<file path="src/design/lsa_regs.vh">
// Constants for the load/store alignment datapath.
// Assumes inclusion by the datapath modules only.
`ifndef LSA_REGS_VH
`define LSA_REGS_VH
`define LSA_OP_LDSB 4'h0
`define LSA_OP_LDUB 4'h1
`define LSA_OP_LDSH 4'h2
`define LSA_OP_LDUH 4'h3
`define LSA_OP_LD 4'h4
`define LSA_OP_LDD 4'h5
`define LSA_OP_LDX 4'h6
`define LSA_OP_STB 4'h8
`define LSA_OP_STH 4'h9
`define LSA_OP_ST 4'ha
`define LSA_OP_STD 4'hb
`define LSA_OP_STX 4'hc
`define LSA_SIZE_B 3'h0
`define LSA_SIZE_H 3'h1
`define LSA_SIZE_W 3'h2
`define LSA_SIZE_D 3'h3
`define LSA_SIZE_X 3'h4
`define LSA_FS_SIGN 31
`define LSA_FS_EXP_HI 30
`define LSA_FS_EXP_LO 23
`define LSA_FS_FRAC_HI 22
`define LSA_FD_EXP_LO 20
`define LSA_FX_EXP_LO 16
`define LSA_FX_RSV_HI 15
`endif

</file>
<file path="src/design/lsa_align_chk.v">
// Alignment checker for the load/store datapath.
// Assumes a size code from the main datapath.
`timescale 1ns/1ps
module lsa_align_chk
(
  input wire [2:0] size_i,
  input wire [3:0] addr_lo_i,
  output reg misalign_o
);
`include "lsa_regs.vh"
  always @*
  begin
    case (size_i)
      `LSA_SIZE_B: misalign_o = 1'b0;
      `LSA_SIZE_H: misalign_o = addr_lo_i[0]; // RULE15
      `LSA_SIZE_W: misalign_o = |addr_lo_i[1:0]; // RULE16
      `LSA_SIZE_D: misalign_o = |addr_lo_i[2:0]; // RULE16
      `LSA_SIZE_X: misalign_o = |addr_lo_i[3:0]; // RULE19
      default: misalign_o = 1'b0;
    endcase
  end
endmodule

</file>
<file path="src/design/lsa_datapath.v">
// Load/store data alignment and formatting datapath.
// Assumes a big-endian 32-bit memory data bus and a register file outside.
// What this block does
// RULE1: Byte operand uses register bits 7 to 0.
// RULE2: Byte load sign or zero extends bits 31:8.
// RULE3: Halfword operand uses register bits 15 to 0.
// RULE4: Halfword load sign or zero extends 31:16.
// RULE5: Words transfer all 32 bits unchanged.
// RULE6: Narrow stores write operand bits only, unextended.
// RULE7: Tagged data moves as an unsigned word.
// RULE8: Doubleword uses r[n] high, r[n+1] low.
// RULE9: Single float: sign 31, exponent 30:23, fraction.
// RULE10: Double float pair, 11-bit exponent, 52 fraction.
// RULE11: Wide load destination forced even.
// RULE12: Doubleword load to r0 drops high word.
// RULE13: Memory byte order is big-endian.
// RULE14: Operand address is its most significant byte.
// RULE15: Halfword aligned when address bit 0 zero.
// RULE16: Word needs bits 1:0, double 2:0 zero.
// RULE17: Misaligned access is blocked and traps.
// RULE18: Extended float uses four registers, fields fixed.
// RULE19: Extended operand needs 16-byte alignment.
// RULE20: Narrow store steered to big-endian byte lanes.
`timescale 1ns/1ps
module lsa_datapath
#(
  parameter RA_W = 5
)
(
  input wire clk_sys_i,
  input wire rst_n_i,
  input wire req_i,
  input wire [3:0] op_i,
  input wire [31:0] addr_i,
  input wire [RA_W-1:0] rd_i,
  input wire [31:0] st_data_i,
  input wire [31:0] mem_rdata_i,
  output wire busy_o,
  output reg mem_req_o,
  output reg mem_we_o,
  output reg [31:0] mem_addr_o,
  output reg [3:0] mem_be_o,
  output reg [31:0] mem_wdata_o,
  output reg [RA_W-1:0] st_ra_o,
  output reg rf_we_o,
  output reg [RA_W-1:0] rf_wa_o,
  output reg [31:0] rf_wdata_o,
  output reg trap_o,
  output reg done_o
);
`include "lsa_regs.vh"
  localparam ST_IDLE = 2'h0;
  localparam ST_RUN = 2'h1;
  reg [1:0] state_q;
  reg [3:0] op_q;
  reg [31:0] addr_q;
  reg [RA_W-1:0] rd_q;
  reg [1:0] beat_q;
  reg [1:0] last_q;
  reg is_st_q;
  reg is_ld_w_q;
  wire [2:0] size_w;
  wire misalign_w;
  wire [RA_W-1:0] rd_even_w;
  wire [1:0] nbeat_w;
  wire [RA_W-1:0] beat_ra_w;
  wire [31:0] beat_addr_w;

  function [2:0] op_size;
    input [3:0] op;
    begin
      case (op)
        `LSA_OP_LDSB, `LSA_OP_LDUB, `LSA_OP_STB: op_size = `LSA_SIZE_B;
        `LSA_OP_LDSH, `LSA_OP_LDUH, `LSA_OP_STH: op_size = `LSA_SIZE_H;
        `LSA_OP_LDD, `LSA_OP_STD: op_size = `LSA_SIZE_D;
        `LSA_OP_LDX, `LSA_OP_STX: op_size = `LSA_SIZE_X;
        default: op_size = `LSA_SIZE_W;
      endcase
    end
  endfunction

  function is_wide;
    input [3:0] op;
    begin
      is_wide = (op == `LSA_OP_LDD) || (op == `LSA_OP_LDX) ||
        (op == `LSA_OP_STD) || (op == `LSA_OP_STX);
    end
  endfunction

  // Selects the byte or halfword from the big-endian lanes and extends it.
  function [31:0] load_fmt;
    input [3:0] op;
    input [1:0] a;
    input [31:0] d;
    reg [7:0] b;
    reg [15:0] h;
    begin
      b = 8'h00;
      h = 16'h0000;
      case (a)
        2'h0: b = d[31:24]; // RULE13
        2'h1: b = d[23:16];
        2'h2: b = d[15:8];
        default: b = d[7:0];
      endcase
      h = a[1] ? d[15:0] : d[31:16]; // RULE14
      case (op)
        `LSA_OP_LDSB: load_fmt = {{24{b[7]}}, b}; // RULE1 RULE2
        `LSA_OP_LDUB: load_fmt = {24'h000000, b}; // RULE2
        `LSA_OP_LDSH: load_fmt = {{16{h[15]}}, h}; // RULE3 RULE4
        `LSA_OP_LDUH: load_fmt = {16'h0000, h}; // RULE4
        default: load_fmt = d; // RULE5 RULE7 RULE9
      endcase
    end
  endfunction

  // Rebuilds each floating-point beat from its fields except extended beat 2, which passes unchanged,
  // so each field keeps its fixed place in the register in both directions.
  function [31:0] fp_word;
    input [3:0] op;
    input [1:0] beat;
    input [31:0] d;
    reg sgn;
    reg [14:0] ex;
    reg [22:0] fr;
    reg [15:0] rsv;
    reg [31:0] w;
    begin
      sgn = d[`LSA_FS_SIGN];
      ex = 15'h0000;
      fr = 23'h000000;
      rsv = 16'h0000;
      w = d;
      case (op)
        `LSA_OP_LD, `LSA_OP_ST:
        begin
          ex[7:0] = d[`LSA_FS_EXP_HI:`LSA_FS_EXP_LO];
          fr = d[`LSA_FS_FRAC_HI:0];
          w = {sgn, ex[7:0], fr}; // RULE9
        end
        `LSA_OP_LDD, `LSA_OP_STD:
        begin
          case (beat)
            2'h0:
            begin
              ex[10:0] = d[`LSA_FS_EXP_HI:`LSA_FD_EXP_LO];
              fr[19:0] = d[`LSA_FD_EXP_LO-1:0];
              w = {sgn, ex[10:0], fr[19:0]}; // RULE10
            end
            default:
            begin
              fr = d[`LSA_FS_FRAC_HI:0];
              w = {d[31:23], fr}; // RULE10
            end
          endcase
        end
        `LSA_OP_LDX, `LSA_OP_STX:
        begin
          case (beat)
            2'h0:
            begin
              ex = d[`LSA_FS_EXP_HI:`LSA_FX_EXP_LO];
              rsv = d[`LSA_FX_RSV_HI:0];
              w = {sgn, ex, rsv}; // RULE18
            end
            2'h1:
            begin
              fr = d[`LSA_FS_FRAC_HI:0];
              w = {sgn, d[30:23], fr}; // RULE18
            end
            default:
            begin
              w = d; // RULE18
            end
          endcase
        end
        default:
        begin
          w = d;
        end
      endcase
      fp_word = w;
    end
  endfunction

  // Byte enable of a store beat; bit 3 is the lane at the lowest address.
  function [3:0] narrow_be;
    input [3:0] op;
    input [1:0] a;
    begin
      case (op)
        `LSA_OP_STB:
        begin
          case (a)
            2'h0: narrow_be = 4'h8; // RULE20
            2'h1: narrow_be = 4'h4;
            2'h2: narrow_be = 4'h2;
            default: narrow_be = 4'h1;
          endcase
        end
        `LSA_OP_STH: narrow_be = a[1] ? 4'h3 : 4'hc; // RULE20
        default: narrow_be = 4'hf; // RULE5 RULE7
      endcase
    end
  endfunction

  // Store data of a beat: narrow operands go out unextended on every lane.
  function [31:0] store_word;
    input [3:0] op;
    input [1:0] beat;
    input [31:0] d;
    begin
      case (op)
        `LSA_OP_STB: store_word = {4{d[7:0]}}; // RULE1 RULE6
        `LSA_OP_STH: store_word = {2{d[15:0]}}; // RULE3 RULE6
        default: store_word = fp_word(op, beat, d); // RULE5
      endcase
    end
  endfunction

  lsa_align_chk u_align
  (
    .size_i(size_w),
    .addr_lo_i(addr_i[3:0]),
    .misalign_o(misalign_w)
  );

  assign size_w = op_size(op_i);
  assign rd_even_w = is_wide(op_i) ? {rd_i[RA_W-1:1], 1'b0} : rd_i; // RULE11
  // Extended operands use three data words; the fourth register is reserved.
  assign nbeat_w = (size_w == `LSA_SIZE_X) ? 2'h2 :
    ((size_w == `LSA_SIZE_D) ? 2'h1 : 2'h0); // RULE8 RULE10 RULE18
  assign beat_ra_w = rd_q + {{(RA_W-2){1'b0}}, beat_q}; // RULE8
  assign beat_addr_w = {addr_q[31:4], addr_q[3:2] + beat_q, addr_q[1:0]};
  assign busy_o = (state_q != ST_IDLE);

  always @(posedge clk_sys_i)
  begin
    if (!rst_n_i)
    begin
      state_q <= ST_IDLE;
      op_q <= 4'h0;
      addr_q <= 32'h00000000;
      rd_q <= {RA_W{1'b0}};
      beat_q <= 2'h0;
      last_q <= 2'h0;
      is_st_q <= 1'b0;
      is_ld_w_q <= 1'b0;
      trap_o <= 1'b0;
      done_o <= 1'b0;
    end
    else
    begin
      trap_o <= 1'b0;
      done_o <= 1'b0;
      case (state_q)
        ST_IDLE:
        begin
          if (req_i && misalign_w)
          begin
            trap_o <= 1'b1; // RULE17
            done_o <= 1'b1;
          end
          else if (req_i)
          begin
            state_q <= ST_RUN;
            op_q <= op_i;
            addr_q <= addr_i;
            rd_q <= rd_even_w;
            beat_q <= 2'h0;
            last_q <= nbeat_w;
            is_st_q <= op_i[3];
            is_ld_w_q <= is_wide(op_i) && !op_i[3];
          end
        end
        ST_RUN:
        begin
          if (beat_q == last_q)
          begin
            state_q <= ST_IDLE;
            done_o <= 1'b1;
          end
          else
          begin
            beat_q <= beat_q + 2'h1;
          end
        end
        default: state_q <= ST_IDLE;
      endcase
    end
  end

  // Memory side: one word per cycle; read data returns in the same cycle.
  always @*
  begin
    mem_req_o = (state_q == ST_RUN);
    mem_we_o = (state_q == ST_RUN) && is_st_q;
    mem_addr_o = beat_addr_w; // RULE14
    st_ra_o = beat_ra_w;
    mem_be_o = narrow_be(op_q, addr_q[1:0]);
    mem_wdata_o = store_word(op_q, beat_q, st_data_i);
  end

  always @*
  begin
    rf_we_o = (state_q == ST_RUN) && !is_st_q;
    rf_wa_o = beat_ra_w;
    rf_wdata_o = fp_word(op_q, beat_q,
      load_fmt(op_q, addr_q[1:0], mem_rdata_i));
    if (is_ld_w_q && (beat_ra_w == {RA_W{1'b0}}))
    begin
      rf_we_o = 1'b0; // RULE12
    end
  end
endmodule

</file>
<file path="config.mk">
export PLATFORM = sky130hd
export DESIGN_NAME = lsa_datapath
export DESIGN_NICKNAME = d
export VERILOG_FILES = /design/src/design/lsa_align_chk.v /design/src/design/lsa_datapath.v
export VERILOG_INCLUDE_DIRS = /design/src /design/src/design
export SDC_FILE = /design/constraint.sdc
export NUM_CORES = 1
export LEC_CHECK = 0
export BUFFER_PORTS_ARGS = -buffer_cell sky130_fd_sc_hd__buf_2
export CORE_ASPECT_RATIO = 1.4
export CORE_MARGIN = 5
export CORE_UTILIZATION = 34
export DETAILED_ROUTE_END_ITERATION = 12
export PLACE_DENSITY = 0.7
export SYNTH_ARGS = -nofsm -noshare
export SYNTH_HDL_FRONTEND = slang
export SYNTH_SLANG_ARGS = --single-unit
</file>
<file path="constraint.sdc">
create_clock -name clk_sys_i -period 6.6 [get_ports clk_sys_i]
set_input_delay 1.98 -clock clk_sys_i [delete_from_list [all_inputs] [get_ports clk_sys_i]]
set_output_delay 1.98 -clock clk_sys_i [all_outputs]
set_load 0.02 [all_outputs]
</file>
==> impl_metrics.json <==
{
  "status": "finished clean",
  "synth.distinct_cells": 53,
  "syn_avg_cell_area_sq_um": 7.95,
  "ios": 224,
  "p_seq_share_pct": 32.9,
  "grt_overflow": 0,
  "grt_max_degree": 49,
  "cts_tree": "done",
  "maxCapViolCount": 0,
  "arrival_ns": 3.63,
  "fp.coreArea_sq_um": 10800,
  "clkSlewWorstSetupHoldPaths_ns": 0.06,
  "fp.dieW_um": 98.7,
  "ys_async_sr_fraction_pct": 0,
  "yosysTopAreaCellShare_pct": 26.2,
  "cp_max_fo": 8,
  "holdWs_ns": 0.452,
  "postCtsSetupBuffers": 0,
  "synth.largest_area_cell": "dfxtp_1",
  "rsz0062_at_grt": "false",
  "fin_crit_ns": 5.61,
  "final_hold_viol_count": 0,
  "crit_start": "mem_rdata_i[15]",
  "areaGrowthSynthToFinish_pct": 24.5,
  "die_y_um": 134,
  "synthTopCellsByArea": "dfxtp_1 26%, mux2i_1 14%, nand2_1 11%, buf_4 9.4%, mux2_2 5.1%",
  "dr.pass1.iters": 4,
  "power.static_leakage_nw": 2.34,
  "path_class": "primary input to output pin",
  "intPower_uw": 632,
  "drc_errors": 0,
  "die-area_sq_um": 13200,
  "power.density_nw_per_um2": 220,
  "postLayoutSetupSlackWorst_ns": 0.986,
  "synth_seq_area_share_pct": 26.2,
  "worst_setup_path_end_kind": "output pin",
  "routabilityCongestion": 0.860,
  "first_iter_violations": 158,
  "cts-buffers-inserted": 5,
  "finalCritPeriodShare_pct": 85.1,
  "wirelength_um": 11700,
  "setup_viol": 0,
  "clkPwrFrac_pct": 25.5,
  "mostFrequentLayoutCells": "223 x buf_2, 109 x nand2_1, 52 x mux2i_1, 49 x dfxtp_1, 29 x nor2_1",
  "avgViaCountPerCell": 4.91,
  "fmax_mhz": 178,
  "num_vias": 3772,
  "regToRegSetupSlack_ns": 4.56,
  "track_usage_pct": 16.8,
  "final_common_cell": "buf_2",
  "tightest_slew_ns": 0.893,
  "start_util_pct": 34.7,
  "ys_warn_count": 0,
  "comb_power_share_pct": 41.7,
  "synth_edf_count": 0,
  "cts-root-buf": "clkbuf_16",
  "placed_area_sq_um": 4510,
  "reg2reg_to": "addr_q[23]",
  "final_layout_size_suffix_gt1_share_pct": 41.6,
  "postRouteAntennaNets": 0,
  "syn_area_sq_um": 3750,
  "rows": 45,
  "final_area_sq_um": 4660,
  "antenna_found_initial": 1,
  "slew_headroom_pct": 40.5,
  "crit_end": "rf_wdata_o[10]",
  "synthFlopType": "dfxtp_1",
  "htreeDepth": 2,
  "hold_buffers": 0,
  "post_cts_resized": 0,
  "setup_tns_ns": 0,
  "wl_per_cell_um": 15.2,
  "final_nets": 738,
  "switchingPower_uw": 394,
  "synth-seq-cells": 49,
  "syn_nets": 583,
  "worstHoldPathType": "flip-flop to flip-flop",
  "clock_latency_ns": 0.29,
  "p_sw_share_pct": 38.4,
  "clockBufferDepth": 2,
  "grt_first_pass_wirelength_um": 18500,
  "io_buffers": 223,
  "timing.rr.start": "state_q[0]",
  "cts_num_sinks": 49,
  "n_antenna_cell": 0,
  "dpl.cell_count": 760,
  "grt_pass1_vias": 3769,
  "peakVddDrop_mv": 0.136,
  "slew_violations": 0,
  "synthCells": 471,
  "crit_required_ns": 4.62,
  "finClkSkew_ns": 0.00601,
  "r2r_cells": 4,
  "dpl.hpwl_um": 9400,
  "fin_cells": 768,
  "dp_slack_ns": 1.00,
  "cp-start-kind": "primary input"
}
## logic make-up (layout without fill, tap and decap cells)
logic type / after synthesis / count (layout) / synth area share [%]
compound gates: 79 / 79 / 15.0
xor+xnor: 9 / 9 / 2.10
fa+ha+maj: 4 / 4 / 1.54
buf+inv: 86 / 242 / 15.6
flops: 49 / 49 / 26.2
mux: 69 / 69 / 19.0
simple gates: 175 / 175 / 20.5
## state kept, by name, indices dropped and copies added, names as in the netlist
register and cells:
load_fmt.op 4, done_o 1, beat_q 2, rd_q 5, trap_o 1, addr_q 32
last_q 2, is_ld_w_q 1, state_q 1
## worst max-delay path, stage by stage
cell      delay, ns
buf_2          0.09
mux2_2         0.17
nor2_1         0.04
a211oi_1       0.25
nor4b_2        0.72
a221o_1        0.21
buf_2          0.16
## layer usage
metal	share of wire (%)	routed length (um)	GRT usage, %
met1	37	4310	18.8
met4	2.3	269	6.07
met3	8.4	978	4.27
met5	0.17	20	0
met2	52	6080	30.4
## area by class of cell
cell class                 count  area (sq um)
clock buffer                   6           139
clock inverter                 2          13.8
fill                        1155          6150
inverter                       8          30.0
multi-input combinational    336          2190
sequential                    49           981
tap                          141           176
timing repair buffer         226          1140
## power by group through the flow
stage | sequential (mW) | clock [mW] | combinational, mW
3_3_place_gp | 0.343 | 0 | 0.426
3_5_place_dp | 0.344 | 0 | 0.430
4_1_cts | 0.338 | 0.271 | 0.432
5_1_grt | 0.341 | 0.285 | 0.465
6_report | 0.338 | 0.261 | 0.428
2_1_floorplan | 0.335 | 0 | 0.327
## synthesized netlist by cell type, types with 2 or more instances
| master | number |
|---|---|
| a211oi_1 | 2 |
| a21o_1 | 17 |
| a21oi_1 | 18 |
| a221o_1 | 7 |
| and2_1 | 2 |
| and3_1 | 2 |
| buf_12 | 3 |
| buf_2 | 3 |
| buf_4 | 47 |
| buf_6 | 3 |
| clkbuf_1 | 21 |
| dfxtp_1 | 49 |
| ha_1 | 3 |
| inv_1 | 7 |
| mux2_2 | 17 |
| mux2i_1 | 52 |
| nand2_1 | 109 |
| nand3_1 | 12 |
| nand3b_1 | 2 |
| nor2_1 | 29 |
| nor2b_1 | 4 |
| nor3_1 | 2 |
| nor3b_1 | 2 |
| o21a_1 | 2 |
| o21ai_0 | 12 |
| o21ai_1 | 3 |
| o221ai_1 | 7 |
| o22ai_1 | 2 |
| xnor2_1 | 8 |
## worst min path at each step
stage | startpoint | end | slack (ns) | depth (start not counted)
after floorplan | is_ld_w_q | is_ld_w_q | 0.43 | 2
after global placement | addr_q[20] | addr_q[20] | 0.44 | 2
after detailed placement | addr_q[18] | addr_q[18] | 0.45 | 2
after CTS | addr_q[18] | addr_q[18] | 0.46 | 2
after global routing | addr_q[20] | addr_q[20] | 0.48 | 2
final | addr_q[18] | addr_q[18] | 0.45 | 2
## metrics by stage
| step | utilization [%] | power [mW] |
|---|---|---|
| finish | 43.1 | 1.03 |
| global route | 43.1 | 1.09 |
| CTS | 43.1 | 1.04 |
| detailed placement | 41.7 | 0.774 |
| global placement | 41.7 | 0.769 |
| floorplan | - | 0.662 |
(Power assumes the default switching activity.)
